### config.mk
export PLATFORM = sky130hd
export DESIGN_NAME = gcrb_bank
export DESIGN_NICKNAME = d
export VERILOG_FILES = /design/src/rtl/gcrb_pkg.sv /design/src/rtl/gcrb_sync.sv /design/src/rtl/gcrb_bank.sv
export VERILOG_INCLUDE_DIRS = /design/src /design/src/rtl
export SDC_FILE = /design/constraint.sdc
export NUM_CORES = 1
export LEC_CHECK = 0
export BUFFER_PORTS_ARGS = -buffer_cell sky130_fd_sc_hd__buf_2
export CAP_MARGIN = 20
export CORE_ASPECT_RATIO = 2
export CORE_MARGIN = 3
export CORE_UTILIZATION = 50
export DETAILED_ROUTE_END_ITERATION = 7
export PLACE_DENSITY = 0.85
export SLEW_MARGIN = 20
export SYNTH_ARGS = -nofsm -noshare
export SYNTH_HDL_FRONTEND = slang
export SYNTH_SLANG_ARGS = --single-unit
### constraint.sdc
create_clock -name clock_i -period 2.2 [get_ports clock_i]
set_input_delay 0.44 -clock clock_i [delete_from_list [all_inputs] [get_ports clock_i]]
set_output_delay 0.44 -clock clock_i [all_outputs]
set_load 0.005 [all_outputs]
### src/rtl/gcrb_consts.svh
// Purpose: constants for the global configuration register bank
// Assumes: 8-bit index space, global registers at 0x00-0x2F
// Notes:   offsets, field positions, reset values
`ifndef GCRB_CONSTS_SVH
`define GCRB_CONSTS_SVH

// ----------------------------------------------------------------
// register indices
// ----------------------------------------------------------------
`define GCRB_IDX_SOFTRST   8'h02
`define GCRB_IDX_INDEXPTR  8'h03
`define GCRB_IDX_UNITSEL   8'h07
`define GCRB_IDX_CHIPID    8'h20
`define GCRB_IDX_REV       8'h21
`define GCRB_IDX_PWREN     8'h22
`define GCRB_IDX_PWRMGT    8'h23
`define GCRB_IDX_CLKCTL    8'h24
`define GCRB_IDX_ADDRLO    8'h26
`define GCRB_IDX_ADDRHI    8'h27
`define GCRB_IDX_LAST      8'h2F

// ----------------------------------------------------------------
// field positions and masks
// ----------------------------------------------------------------
`define GCRB_BIT_SOFTRST   0
`define GCRB_BIT_WAKEPWR   7
`define GCRB_BIT_SER2PWR   5
`define GCRB_BIT_PLLOFF    1
`define GCRB_BIT_ADDR16    6
`define GCRB_MASK_PWREN    8'hB9
`define GCRB_MASK_PWRMGT   8'h39
`define GCRB_MASK_CLKCTL   8'h4E
`define GCRB_MASK_STBY     8'hA0
`define GCRB_MASK_ADDRLO   8'hFE
`define GCRB_OSC_STOP      2'h3

// ----------------------------------------------------------------
// reset values
// ----------------------------------------------------------------
`define GCRB_RST_INDEXPTR  8'h03
`define GCRB_RST_UNITSEL   8'h00
`define GCRB_RST_PWR       8'h00
`define GCRB_RST_CLKCTL    8'h04
`define GCRB_RST_ADDRLO0   8'hF0
`define GCRB_RST_ADDRLO1   8'h70
`define GCRB_RST_ADDRHI    8'h03

`endif

### src/rtl/gcrb_pkg.sv
// Purpose: types for the global configuration register bank
// Assumes: consts header carries the numbers
// Notes:   state struct lives in the main module
package gcrb_pkg;
    typedef logic [7:0] gcrb_byte_t;    // one register byte
    typedef logic [1:0] gcrb_sync_t;    // two-stage synchroniser
endpackage

### src/rtl/gcrb_sync.sv
// Purpose: two-flop synchroniser for pin levels
// Assumes: single clock, async active-low reset
// Notes:   first stage read only by second stage
module gcrb_sync
    import gcrb_pkg::*;
(
    input  wire logic clock_i,   // system clock
    input  wire logic rst_n_i,   // async reset, low
    input  wire logic ce_i,      // clock enable
    input  wire logic d_i,       // asynchronous level
    output logic      q_o        // synchronised level
);
    gcrb_sync_t stage_reg;       // stage 0 then stage 1

    // ------------------------------------------------------------
    // shift
    // ------------------------------------------------------------
    always_ff @(posedge clock_i or negedge rst_n_i)
    begin
        if (!rst_n_i)
            stage_reg <= 2'h0;
        else if (ce_i)
            stage_reg <= {stage_reg[0], d_i};
    end

    assign q_o = stage_reg[1];
endmodule

### src/rtl/gcrb_bank.sv
// Purpose: global configuration registers, index/data access
// Assumes: host strobes are synchronous single-cycle pulses
// Notes:   per-unit banks sit outside; activate strobe is routed
`include "gcrb_consts.svh"
module gcrb_bank
    import gcrb_pkg::*;
#(
    parameter gcrb_byte_t CHIP_ID  = 8'h5A, // arbitrary value
    parameter gcrb_byte_t REVISION = 8'h01, // arbitrary value
    parameter int         UNITS    = 9      // logical device count
)(
    input  wire logic        clock_i,       // system clock
    input  wire logic        rst_n_i,       // hard/main reset, low
    input  wire logic        stby_rst_n_i,  // standby power-on reset
    input  wire logic        ce_i,          // freezes state when low
    input  wire logic        cfg_mode_i,    // configuration mode entered
    input  wire logic        idx_wr_i,      // index port write strobe
    input  wire logic        dat_wr_i,      // data port write strobe
    input  wire logic        dat_rd_i,      // data port read strobe
    input  wire gcrb_byte_t  wdata_i,       // host write data
    input  wire logic        strap_i,       // address-select strap pin
    input  wire logic        power_good_i,  // internal power good
    input  wire logic        act_wr_i,      // activate write, from unit bank
    input  wire logic        act_val_i,     // activate value
    output gcrb_byte_t       rdata_o,       // data port read data
    output gcrb_byte_t       index_o,       // held index
    output gcrb_byte_t       unit_sel_o,    // current logical device
    output logic [UNITS-1:0] unit_act_o,    // activate per unit
    output logic             soft_rst_o,    // soft reset pulse
    output gcrb_byte_t       pwr_en_o,      // function power bits
    output gcrb_byte_t       pwr_mgt_o,     // power management bits
    output logic             pll_off_o,     // PLL switched off
    output logic             osc_run_o,     // oscillator running
    output logic             baud_clk_en_o, // baud generator clock on
    output logic             addr16_o,      // 16-bit qualification
    output logic [15:0]      cfg_base_o,    // live config port base
    output logic             trickle_run_o, // trickle clock runs
    output logic             trickle_src_o  // trickle source select
);
    import gcrb_pkg::*;

    // ------------------------------------------------------------
    // state
    // ------------------------------------------------------------
    typedef struct packed {
        gcrb_byte_t       index;     // held index
        gcrb_byte_t       unit_sel;  // logical device select
        logic [UNITS-1:0] act;       // activate bits
        gcrb_byte_t       pwr_mgt;   // power management
        gcrb_byte_t       clk_ctl;   // oscillator control
        gcrb_byte_t       addr_lo;   // staged base low byte
        gcrb_byte_t       addr_hi;   // base high byte
        gcrb_byte_t       base_lo;   // live base low byte
        gcrb_byte_t       rdata;     // read data
        logic             soft_rst;  // soft reset pulse
        logic [1:0]       strap_cnt; // strap reload edges, saturates
    } gcrb_state_t;

    gcrb_state_t state_reg;          // registered state
    gcrb_state_t state_next;         // next state
    gcrb_byte_t  pwr_reg;            // power enables, low part
    gcrb_byte_t  pwr_next;           // next power enables
    gcrb_byte_t  stby_reg;           // standby-domain power bits
    gcrb_byte_t  stby_next;          // next standby bits
    logic        strap_s;            // synchronised strap
    logic        pgood_s;            // synchronised power good
    logic        wr_ok;              // data write allowed
    logic        rd_ok;              // data read allowed

    // ------------------------------------------------------------
    // pin synchronisers
    // ------------------------------------------------------------
    gcrb_sync u_sync_strap (
        .clock_i (clock_i),
        .rst_n_i (rst_n_i),
        .ce_i    (ce_i),
        .d_i     (strap_i),
        .q_o     (strap_s)
    );

    gcrb_sync u_sync_pgood (
        .clock_i (clock_i),
        .rst_n_i (rst_n_i),
        .ce_i    (ce_i),
        .d_i     (power_good_i),
        .q_o     (pgood_s)
    );

    // ------------------------------------------------------------
    // index decode helper, used for read and write
    // ------------------------------------------------------------
    function automatic logic hit(input gcrb_byte_t idx,
                                 input gcrb_byte_t want);
        hit = (idx == want);  // full 8-bit compare
    endfunction

    // data port only works in configuration mode
    assign wr_ok = dat_wr_i && cfg_mode_i;
    assign rd_ok = dat_rd_i && cfg_mode_i;

    // ------------------------------------------------------------
    // next-state logic
    // ------------------------------------------------------------
    always_comb
    begin
        state_next = state_reg;
        pwr_next   = pwr_reg;
        stby_next  = stby_reg;
        // pulse lasts one cycle; hardware clears itself
        state_next.soft_rst = 1'b0;
        // strap reloaded for three edges after release: the
        // synchroniser output is only settled at the third
        if (state_reg.strap_cnt != 2'h3)
        begin
            state_next.strap_cnt = state_reg.strap_cnt + 2'h1;
            state_next.addr_lo  = strap_s ? `GCRB_RST_ADDRLO1
                                          : `GCRB_RST_ADDRLO0;
            state_next.base_lo  = state_next.addr_lo;
        end
        // index held until next index write or soft reset
        if (idx_wr_i && cfg_mode_i)
            state_next.index = wdata_i;
        // soft reset: defined values only; others
        if (state_reg.soft_rst)
        begin
            state_next.index    = `GCRB_RST_INDEXPTR;
            state_next.unit_sel = `GCRB_RST_UNITSEL;
            state_next.act      = '0;
        end
        // activate applies to the selected unit only
        if (act_wr_i && cfg_mode_i && state_reg.unit_sel < UNITS)
            state_next.act[state_reg.unit_sel[3:0]] = act_val_i;
        if (wr_ok)
        begin
            if (hit(state_reg.index, `GCRB_IDX_SOFTRST))
                state_next.soft_rst = wdata_i[`GCRB_BIT_SOFTRST];
            else if (hit(state_reg.index, `GCRB_IDX_UNITSEL))
                state_next.unit_sel = wdata_i;
            else if (hit(state_reg.index, `GCRB_IDX_PWREN))
            begin
                // fixed bit positions, reserved dropped
                pwr_next  = wdata_i & `GCRB_MASK_PWREN
                                    & ~`GCRB_MASK_STBY;
                stby_next = wdata_i & `GCRB_MASK_STBY;
            end
            else if (hit(state_reg.index, `GCRB_IDX_PWRMGT))
                state_next.pwr_mgt = wdata_i & `GCRB_MASK_PWRMGT;
            else if (hit(state_reg.index, `GCRB_IDX_CLKCTL))
                state_next.clk_ctl = wdata_i & `GCRB_MASK_CLKCTL;
            else if (hit(state_reg.index, `GCRB_IDX_ADDRLO))
                state_next.addr_lo = wdata_i & `GCRB_MASK_ADDRLO;
            else if (hit(state_reg.index, `GCRB_IDX_ADDRHI))
            begin
                // high byte commits the move at once
                state_next.addr_hi = wdata_i;
                state_next.base_lo = state_reg.addr_lo;
            end
            // chip id, revision and reserved: write dropped
        end
        // read mux; unmapped indices return zero
        if (rd_ok)
        begin
            state_next.rdata = 8'h00;
            if (hit(state_reg.index, `GCRB_IDX_INDEXPTR))
                state_next.rdata = state_reg.index;
            else if (hit(state_reg.index, `GCRB_IDX_UNITSEL))
                state_next.rdata = state_reg.unit_sel;
            else if (hit(state_reg.index, `GCRB_IDX_CHIPID))
                state_next.rdata = CHIP_ID;
            else if (hit(state_reg.index, `GCRB_IDX_REV))
                state_next.rdata = REVISION;
            else if (hit(state_reg.index, `GCRB_IDX_PWREN))
                state_next.rdata = pwr_reg | stby_reg;
            else if (hit(state_reg.index, `GCRB_IDX_PWRMGT))
                state_next.rdata = state_reg.pwr_mgt;
            else if (hit(state_reg.index, `GCRB_IDX_CLKCTL))
                state_next.rdata = state_reg.clk_ctl;
            else if (hit(state_reg.index, `GCRB_IDX_ADDRLO))
                state_next.rdata = state_reg.addr_lo;
            else if (hit(state_reg.index, `GCRB_IDX_ADDRHI))
                state_next.rdata = state_reg.addr_hi;
        end
    end

    // ------------------------------------------------------------
    // main-reset domain registers
    // ------------------------------------------------------------
    always_ff @(posedge clock_i or negedge rst_n_i)
    begin
        if (!rst_n_i)
        begin
            // hard/main reset values
            state_reg          <= '0;
            state_reg.index    <= `GCRB_RST_INDEXPTR;
            state_reg.unit_sel <= `GCRB_RST_UNITSEL;
            state_reg.pwr_mgt  <= `GCRB_RST_PWR;
            state_reg.clk_ctl  <= `GCRB_RST_CLKCTL;
            state_reg.addr_lo  <= `GCRB_RST_ADDRLO0;
            state_reg.addr_hi  <= `GCRB_RST_ADDRHI;
            state_reg.base_lo  <= `GCRB_RST_ADDRLO0;
            pwr_reg            <= `GCRB_RST_PWR;
        end
        else if (ce_i)
        begin
            state_reg <= state_next;
            pwr_reg   <= pwr_next;
        end
    end

    // ------------------------------------------------------------
    // standby-domain bits: survive hard and main reset
    // ------------------------------------------------------------
    always_ff @(posedge clock_i or negedge stby_rst_n_i)
    begin
        if (!stby_rst_n_i)
            stby_reg <= `GCRB_RST_PWR;
        else if (ce_i)
            stby_reg <= stby_next;
    end

    // ------------------------------------------------------------
    // outputs
    // ------------------------------------------------------------
    assign rdata_o       = state_reg.rdata;
    assign index_o       = state_reg.index;
    assign unit_sel_o    = state_reg.unit_sel;
    assign unit_act_o    = state_reg.act;
    assign soft_rst_o    = state_reg.soft_rst;
    assign pwr_en_o      = pwr_reg | stby_reg;
    assign pwr_mgt_o     = state_reg.pwr_mgt;
    assign pll_off_o     = state_reg.clk_ctl[`GCRB_BIT_PLLOFF];
    // code 11 stops osc and baud clock; others run
    assign osc_run_o     = state_reg.clk_ctl[3:2] != `GCRB_OSC_STOP;
    assign baud_clk_en_o = state_reg.clk_ctl[3:2] != `GCRB_OSC_STOP;
    assign addr16_o      = state_reg.clk_ctl[`GCRB_BIT_ADDR16];
    // base only moves on the high-byte write or the strap reload after reset
    assign cfg_base_o    = {state_reg.addr_hi, state_reg.base_lo};
    // wake power bit gates trickle; source from power good
    assign trickle_run_o = stby_reg[`GCRB_BIT_WAKEPWR];
    assign trickle_src_o = stby_reg[`GCRB_BIT_WAKEPWR] & pgood_s;
endmodule

==> impl_results.md, run 1 <==
- Result of the run: completed
- Initial DRC count: 265
- Worst IR Drop VDD: 462 uV
- Simple-Gate Fraction of Synth Area: 0.167
- Post-cts resize count: 0
- Synthesized area: 4210 um2
- Count of flip-flops with a built-in enable after synthesis: 0
- Data arrival time of the critical path: 2.20 ns
- Overall routed net length: 11,400 um
- Register-to-register setup slack: 0.20 ns
- Core footprint: 8060 um2
- Startpoint kind of the worst setup timing path: flip-flop
- Setup crit end kind: flip-flop
- Number of detailed-routing iterations run before antenna repair: 5
- Routability-driven placement congestion ratio: 0.950
- Slowest library cell on the worst path: nor4b_2
- RSZ-0062 raised after global routing: no
- Maximum fanout count along the critical path: 8
- Clk Latency, worst-skew pair: 0.34 ns
- Final sum of negative setup slack: 0 ns
- Area growth from synthesis to layout: 12.2%
- Clock-pin slew of the registers on the worst-case setup and hold paths: 0.06 ns
- Average wire per standard cell: 20.1 um
- Transition time at the pin with the least slew margin: 0.579 ns
- Share of synthesized area occupied by flip-flops and latches: 0.462
- Number of flip-flops under the largest register name: 16
- Proportion of synthesized flip-flops having asynchronous set or reset: 1.00
- Share of layout cells above drive strength 1: 0.348
- Post-Place Worst Slack: 0.156 ns
- Min Tclk post-route: 2.00 ns
- HP Class: input pin to async pin
- Reported max-cap violation count: 0
- Most used standard cell by instance count after synthesis: dfrtp_1
- DRC violations left: 0
- Instance count of the mapped netlist: 418
- Synthesized area divided by synthesized cell count: 10.1 um2
- Post-Synth Adder-Cell Area: 0.00297
- Final hold violation count: 0
- Most area-hungry cell type in the Yosys netlist: dfrtp_1
- Setup violation total in the final timing report: 0
- Number of clock sinks: 77
- Number of nets still failing antenna checks after routing: 0
- Final worst slack: 0.204 ns
- Chain of cells forming the critical path: nor4b_2, nand3_1, o311ai_0, o41ai_1
- Quantity of I/O buffers inserted on ports: 84
- Synthesized-area fraction occupied by xor and xnor cells: 0.00416
- Area fraction of the dominant cell type after synthesis: 0.380
- Maximum clock rate: 501 MHz
- Yosys reg bits: 77
- # Post-CTS Setup Buffers: 0
- Total GRT Usage: 0.247
- Number of standard-cell rows in the floorplan: 46
- Residual overflow from global routing: 0
- Vias after detailed routing: 3,321
- Critical path class: flip-flop to flip-flop
- Worst hold slack: 0.112 ns
- Clk Tree Root Cell: clkbuf_16
- Compound-Gate Fraction of Synth Area: 0.137
- Final setup skew: 0.00877 ns
- Average vias per placed instance: 5.89
- Via count of the first global-routing pass: 3,371
- Power density over cell area: 869 nW/um2
- Die ar.: 9620 um2
- Synthesis Warnings: 0
- Static leakage: 2.26 nW
- Overall die height: 136 um
- Slowest cell delay on critical path: 0.48 ns
- Die X: 70.9 um
- HPWL after DPL: 8660 um
- Data required time of the worst path: 2.41 ns
- Net count of the finished layout: 484
- Final standard cell utilization of the core: 0.586
- Max-Slew Margin vs Limit: 0.609
- Clock tree from TritonCTS: done
- Cells taking the most area after synthesis: dfrtp_1 (38%), buf_4 (11%), dfstp_2 (8.1%)
- Global-route wire length before repair: 18,100 um
- Initial core utilization: 0.522
- Primary flip-flop cell chosen by synthesis mapping: dfrtp_1
- Maximum number of pins on one net before global-route repair: 76
- Share of cell area taken by muxes after synthesis: 0.0841
- Share of the cycle needed by the critical path after routing: 0.907
- Number of antenna diodes: 0
- Top-Level Pins: 92
- Post-synth top cells: dfrtp_1 (64), buf_4 (62), nand2_1 (41), nand3_1 (20), nor2_1 (19)
- Initial antenna violation count: 0
- Clock Tree Buf Depth: 2
- Post-synthesis cell type count: 55
- Combinational family with the most area after synthesis: simple AND/OR/NAND/NOR gates
- Number of CTS-inserted buffers: 9
- Count of H-tree levels built during CTS: 3
- Final number of max-transition violations: 0
## placed cells by master (no fill, tap or decap), types with 4 or more instances in the layout
cell type / count
o21ai_0: 18
o311ai_0: 8
buf_2: 84
dfrtp_1: 64
mux2_2: 18
nor2b_1: 6
nand2b_1: 6
o31ai_1: 6
inv_1: 12
a22o_1: 7
buf_4: 23
nand2_1: 41
nand3_1: 20
mux2i_1: 8
clkbuf_16: 9
mux2_4: 4
conb_1: 7
or3_1: 6
o41ai_1: 6
nor3_1: 5
dfstp_2: 13
nand4_1: 4
a211oi_1: 4
nor2_1: 19
a31oi_1: 5
a21oi_1: 8
## repair_timing
item / CTS / global route
hold buffers: 1 / 0
endpoints found under the hold margin: 2 / 0
endpoints found under the setup margin: 0 / 0
## area by class of cell
type,instances,area (um2)
clock buffer,14,264
clock inverter,2,10.0
fill,717,3340
inverter,13,48.8
multi-input combinational,252,1690
sequential,77,1940
tap,96,120
timing repair buffer,110,643
## critical path, delay by kind of cell (launching register included)
family           cells  cell delay (ns)
AND/OR/NAND/NOR      2             0.80
flip-flops           1             0.44
AO/OA/AOI/OAI        2             0.62
## per-stage QoR
step	cells	power (mW)	area [um2]
after floorplan	424	2.48	4230
after global placement	547	2.71	4440
after detailed placement	547	2.75	4440
after CTS	564	4.12	4720
after global routing	564	4.29	4720
final	564	4.10	4720
## layer usage
metal	track usage	routed length, um	part of all wire	up-vias
met5	0	0	0	-
met4	0.155	647	0.057	0
met3	0.0461	568	0.050	35
met2	0.441	6240	0.55	127
met1	0.261	3890	0.34	1631
li1	-	-	-	1528
## report_power, final
group | switching [mW] | internal (mW)
clock network | 0.544 | 0.822
logic | 0.495 | 0.419
registers | 0.204 | 1.62
## logic make-up (layout without fill, tap and decap cells)
kind of cell    count (synthesis)  after routing
other cells                     1              7
compound gates                 80             80
simple gates                  131            131
mux                            31             31
fa+ha+maj                       1              1
xor+xnor                        2              2
flops                          77             77
buf+inv                        95            139
## path summary, 6_finish.rpt
| check | start | end | depth (start not counted) |
|---|---|---|---|
| worst max-delay path | unit_sel_o[6] | unit_act_o[7] | 4 |
| worst min-delay path | rst_n_i | pwr_mgt_o[5] | 2 |
| worst max register to register | unit_sel_o[6] | unit_act_o[7] | 4 |
| worst min register to register | state_reg[1] | state_reg[1] | 2 |
| max in group asynchronous | stby_rst_n_i | stby_reg[5] | 2 |
| min in group clock_i | wdata_i[1] | state_reg[28] | 3 |
Power figures use the tool's default switching activity.
==> run 2, diff against run 1 <==
--- a/config.mk
+++ b/config.mk
@@ -6,10 +6,10 @@
 export SDC_FILE = /design/constraint.sdc
 export NUM_CORES = 1
 export LEC_CHECK = 0
-export BUFFER_PORTS_ARGS = -buffer_cell sky130_fd_sc_hd__buf_2
+export BUFFER_PORTS_ARGS = -buffer_cell sky130_fd_sc_hd__clkbuf_2
 export CAP_MARGIN = 20
 export CORE_ASPECT_RATIO = 2
-export CORE_MARGIN = 3
+export CORE_MARGIN = 8
 export CORE_UTILIZATION = 50
 export DETAILED_ROUTE_END_ITERATION = 7
 export PLACE_DENSITY = 0.85
==> run 2 against run 1 <==
Final cell count grew 0.18%. Largest cell class unchanged. Via count shrank 0.21%. Highest routed layer unchanged. Setup slack lost 0.023 ns. Clock skew shrank 0.0021 ns. Sequential share of layout area shrank 0.20 points. Design area grew 0.48%.
==> impl_results.md, run 2 (same netlist as run 1, synthesis figures left out) <==
- Portion of total power attributed to sequential cells: 0.424
- Via count of the first global-routing pass: 3,493
- Switch Pwr: 1.24 mW
- Overall die height: 146 um
- Maximum fanout count along the critical path: 8
- Startpoint kind of the worst setup timing path: flip-flop
- Count of H-tree levels built during CTS: 3
- Number of nets still failing antenna checks after routing: 0
- Reported max-cap violation count: 0
- Average wire per standard cell: 20.8 um
- Global-route wire length before repair: 18,700 um
- Clock-pin slew of the registers on the worst-case setup and hold paths: 0.06 ns
- Cell-internal power: 3.06 mW
- Post-cts resize count: 0
- Final number of max-transition violations: 0
- Clk Tree Root Cell: clkbuf_16
- Setup violation total in the final timing report: 0
- Total GRT Usage: 0.208
- DRC violations left: 0
- Worst IR Drop VDD: 546 uV
- Number of antenna diodes: 0
- Result of the run: completed
- Area growth from synthesis to layout: 12.7%
- Initial core utilization: 0.511
- Vias after detailed routing: 3,314
- Number of clock sinks: 77
- Routability-driven placement congestion ratio: 0.948
- Data arrival time of the critical path: 2.21 ns
- Final setup skew: 0.00665 ns
- Number of CTS-inserted buffers: 9
- Share of the cycle needed by the critical path after routing: 0.918
- Initial DRC count: 237
- HP Class: input pin to async pin
- Most common cell after layout, fill and taps aside: clkbuf_2
- Net count of the finished layout: 483
- Final hold violation count: 0
- RSZ-0062 raised after global routing: no
- Static leakage: 2.25 nW
- Max-Slew Margin vs Limit: 0.615
- Clock Tree Buf Depth: 2
- # Post-CTS Setup Buffers: 0
- Share of layout cells above drive strength 1: 0.345
- HPWL after DPL: 9210 um
- Most frequent cells in the layout: clkbuf_2 (83), dfrtp_1 (64), nand2_1 (41)
- Number of detailed-routing iterations run before antenna repair: 4
- Final Power: 4.31 mW
- Maximum clock rate: 495 MHz
- Residual overflow from global routing: 0
- Final sum of negative setup slack: 0 ns
- Initial antenna violation count: 0
- Overall routed net length: 11,800 um
- Transition time at the pin with the least slew margin: 0.573 ns
- Top-Level Pins: 92
- Min Tclk post-route: 2.02 ns
- Relative contribution of the clock network to total power: 0.363
- Quantity of I/O buffers inserted on ports: 84
- Logic pwr share: 0.213
- Switching part of the total: 0.289
- Number of standard-cell rows in the floorplan: 47
- Clock tree from TritonCTS: done
- Core footprint: 8230 um2
- Average vias per placed instance: 5.87
- Die X: 80.9 um
- Power density over cell area: 908 nW/um2
- Data required time of the worst path: 2.40 ns
- Number of flip-flops under the largest register name: 16
- Hold-fix buffers at CTS: 1
- Maximum number of pins on one net before global-route repair: 76
- Die ar.: 11,800 um2
- Critical path class: flip-flop to flip-flop
- Clk Latency, worst-skew pair: 0.34 ns
- Setup crit end kind: flip-flop
==> run 2: changes by cell type in the layout (fill, tap and decap cells not counted), sizes merged <==
cell | before | now
clkinv | 3 | 1
bufinv | 0 | 2
buf | 109 | 25
clkbuf | 14 | 97
==> run 2: through the flow <==
| step | setup WS (ns) | instance area, um2 | utilization | instances | hold WS, ns |
|---|---|---|---|---|---|
| 2_1_floorplan | 0.308 | 4230 | - | 424 | 0.144 |
| 6_report | 0.181 | 4740 | 0.576 | 565 | 0.133 |
| 5_1_grt | 0.0836 | 4740 | 0.576 | 565 | 0.148 |
| 3_5_place_dp | 0.135 | 4420 | 0.537 | 548 | 0.235 |
| 4_1_cts | 0.195 | 4740 | 0.576 | 565 | 0.146 |
| 3_3_place_gp | 0.199 | 4420 | 0.537 | 548 | 0.230 |
==> run 2: area by class of cell <==
cell class | instances | area, um2
repair buffers | 109 | 623
clock buffers | 14 | 254
fillers | 701 | 3490
inverters | 13 | 48.8
multi-input cells | 252 | 1690
well taps | 98 | 123
clock inverters | 2 | 60.1
flip-flops and latches | 77 | 1940
==> run 2: critical path, stage by stage (launching register included) <==
cell and delay, ns:
dfrtp_1 0.46, nor4b_2 0.48, nand3_1 0.33, o311ai_0 0.46, o41ai_1 0.16
==> run 2: power by group through the flow <==
stage	combinational, mW	clock, mW	sequential (mW)
floorplan	0.731	0	1.75
global placement	0.896	0	1.83
detailed placement	0.919	0	1.84
CTS	0.928	1.58	1.82
global route	1.01	1.65	1.85
finish	0.917	1.57	1.83
==> run 2: path summary, 6_finish.rpt <==
path                          startpoint       endpoint  slack (ns)  cells after the start
max reg2reg                unit_sel_o[6]  unit_act_o[7]        0.18                      4
min                              rst_n_i     pwr_reg[4]        0.13                      2
max in group asynchronous   stby_rst_n_i    stby_reg[7]        1.66                      2
min reg2reg                 state_reg[1]   state_reg[1]        0.49                      2
min in group clock_i          wdata_i[1]  state_reg[28]        0.33                      3
max                        unit_sel_o[6]  unit_act_o[7]        0.18                      4
==> run 2: per-layer routing <==
metal,part of all wire,vias to the layer above,routed length [um],track usage
met3,0.050,33,586,0.0415
met1,0.33,1644,3940,0.203
li1,-,1529,-,-
met2,0.57,108,6760,0.373
met5,0,-,0,0
met4,0.041,0,486,0.132
==> run 3, diff against run 2 <==
--- a/config.mk
+++ b/config.mk
@@ -16,4 +16,5 @@
 export SLEW_MARGIN = 20
 export SYNTH_ARGS = -nofsm -noshare
 export SYNTH_HDL_FRONTEND = slang
+export SYNTH_HIERARCHICAL = 1
 export SYNTH_SLANG_ARGS = --single-unit
==> run 3 against run 2 <==
Utilization decreased by 2.5 points. Sequential power about the same. Largest cell class unchanged. Power decreased by 7.5%. Die area is 1.8% higher. Wire length shrank 9.8%. Global-route usage down 2.2 points. Setup slack better by 0.0038 ns. Worst hold slack improved by 0.0019 ns. Highest routed layer unchanged. Design area decreased by 1.7%.
==> impl_results.md, run 3 <==
- Primary flip-flop cell chosen by synthesis mapping: dfrtp_1
- Area fraction of the dominant cell type after synthesis: 0.373
- RSZ-0062 raised after global routing: no
- Cells taking the most area after synthesis: dfrtp_1 (37%), buf_4 (11%), dfstp_2 (7.9%)
- Die X: 81.6 um
- Final-layout fill cell count: 742
- Vias after detailed routing: 3,007
- Number of antenna diodes: 0
- Global-route wire length before repair: 16,900 um
- Maximum number of pins on one net before global-route repair: 76
- Data required time of the worst path: 2.41 ns
- Final standard cell utilization of the core: 0.551
- Final hold violation count: 0
- Sequential standard cell area: 1940 um2
- Initial core utilization: 0.508
- Most area-hungry cell type in the Yosys netlist: dfrtp_1
- Post-synthesis cell type count: 60
- Final Power: 3.99 mW
- Data arrival time of the critical path: 2.23 ns
- Final number of max-transition violations: 0
- Average vias per placed instance: 5.73
- Quantity of I/O buffers inserted on ports: 84
- Setup violation total in the final timing report: 0
- Number of standard-cell rows in the floorplan: 48
- Average wire per standard cell: 20.2 um
- Post-synth top cells: dfrtp_1 (64), buf_4 (63), nand2_1 (38), a22o_1 (15), mux2_4 (14)
- Number of CTS-inserted buffers: 9
- Number of detailed-routing iterations run before antenna repair: 5
- Die ar.: 12,000 um2
- Clk Tree Root Cell: clkbuf_16
- Synthesized area divided by synthesized cell count: 11.1 um2
- Static leakage: 2.30 nW
- Clock-pin slew of the registers on the worst-case setup and hold paths: 0.06 ns
- Clk Latency, worst-skew pair: 0.33 ns
- Final worst slack: 0.185 ns
- Synthesis Warnings: 6
- Reported max-cap violation count: 0
- Most frequent cells in the layout: clkbuf_2 (83), dfrtp_1 (64), nand2_1 (38)
- Share of layout cells above drive strength 1: 0.367
- Post-DP Area: 4380 um2
- Clock Tree Buf Depth: 2
- Most used standard cell by instance count after synthesis: dfrtp_1
- Post-Layout Inst Area: 4660 um2
- Post-Place Worst Slack: 0.183 ns
- Via count of the first global-routing pass: 3,132
- Top-Level Pins: 92
- Area of combinational cells with multiple inputs: 1770 um2
- Overall die height: 147 um
- Count of placed standard cells in the final layout, fillers left out: 525
- Setup crit end kind: flip-flop
- Worst hold slack: 0.135 ns
- Residual overflow from global routing: 0
- Worst IR Drop VDD: 598 uV
- Maximum fanout count along the critical path: 6
- Startpoint kind of the worst setup timing path: flip-flop
- Count of flip-flops with a built-in enable after synthesis: 0
- Yosys reg bits: 77
- Min Tclk post-route: 2.02 ns
- Maximum clock rate: 496 MHz
- Number of clock sinks: 77
- Routability-driven placement congestion ratio: 0.930
- Placed Cells: 508
- Clock tree from TritonCTS: done
- HP Class: input pin to async pin
- Number of nets still failing antenna checks after routing: 0
- Power density over cell area: 855 nW/um2
- Synthesized area: 4300 um2
- Result of the run: completed
- Overall routed net length: 10,600 um
- Critical path class: flip-flop to flip-flop
- Initial antenna violation count: 0
- Number of flip-flops under the largest register name: 16
- Number of cells traversed by the worst register-to-register path: 4
- Final sum of negative setup slack: 0 ns
- Initial DRC count: 288
- Net count of the finished layout: 441
- Most common cell after layout, fill and taps aside: clkbuf_2
- Share of the cycle needed by the critical path after routing: 0.916
- Transition time at the pin with the least slew margin: 0.570 ns
- Share of synthesized area occupied by flip-flops and latches: 0.452
- Area growth from synthesis to layout: 8.50%
- Instance count of the mapped netlist: 387
- Count of H-tree levels built during CTS: 3
- Final setup skew: 0.00421 ns
- Core footprint: 8470 um2
- DRC violations left: 0
- Proportion of synthesized flip-flops having asynchronous set or reset: 1.00
- Total GRT Usage: 0.186
- HPWL after DPL: 7990 um
- Max-Slew Margin vs Limit: 0.618
run 3: worst paths after layout:
| check | start | endpoint | slack, ns |
|---|---|---|---|
| worst min register to register | state_reg[0] | state_reg[0] | 0.49 |
| worst max register to register | index_o[7] | pwr_reg[0] | 0.18 |
| min in group clock_i | strap_i | u_sync_strap/stage_reg[0] | 0.34 |
| worst max-delay path | index_o[7] | pwr_reg[0] | 0.18 |
| worst min-delay path | rst_n_i | pwr_reg[0] | 0.13 |
| max in group asynchronous | stby_rst_n_i | stby_reg[7] | 1.66 |
run 3: worst max-delay path, cell delays in order (launching register included):
cell	delay, ns
dfrtp_1	0.44
nor4_4	0.43
and3_4	0.28
and4_1	0.41
mux2_4	0.33
run 3: cell type report:
cell class,count,area share
Sequential cell,77,0.417
Multi-Input combinational cell,229,0.380
Timing Repair Buffer,96,0.113
Clock buffer,15,0.0574
Tap cell,100,0.0268
Inverter,7,0.00563
Clock inverter,1,0.00107
run 3: power breakdown:
group | internal (mW) | switching (mW) | leakage [nW]
combinational | 0.394 | 0.424 | 1.18
clock | 0.825 | 0.531 | 0.134
sequential | 1.61 | 0.204 | 0.992
run 3: what timing repair did:
item                                   in CTS  in global routing
gates resized for setup                     0                  0
hold buffers                                1                  0
endpoints found under the hold margin       2                  0
buffers inserted                            0                  0
run 3: per-layer routing:
layer | up-vias | GRT usage | routed length [um]
li1 | 1390 | - | -
met1 | 1467 | 0.240 | 4320
met2 | 128 | 0.288 | 5160
met3 | 22 | 0.0459 | 836
met4 | 0 | 0.0694 | 298
met5 | - | 0 | 0
run 3: cells by family (layout without fill, tap and decap cells):
| group | count (synthesis) | count (layout) | synth area share |
|---|---|---|---|
| simple gates | 108 | 108 | 0.157 |
| xor+xnor | 2 | 2 | 0.00408 |
| other cells | 1 | 7 | 0.000872 |
| flops | 77 | 77 | 0.452 |
| compound gates | 73 | 73 | 0.124 |
| mux | 38 | 38 | 0.117 |
| fa+ha+maj | 1 | 1 | 0.00291 |
| buf+inv | 87 | 119 | 0.141 |
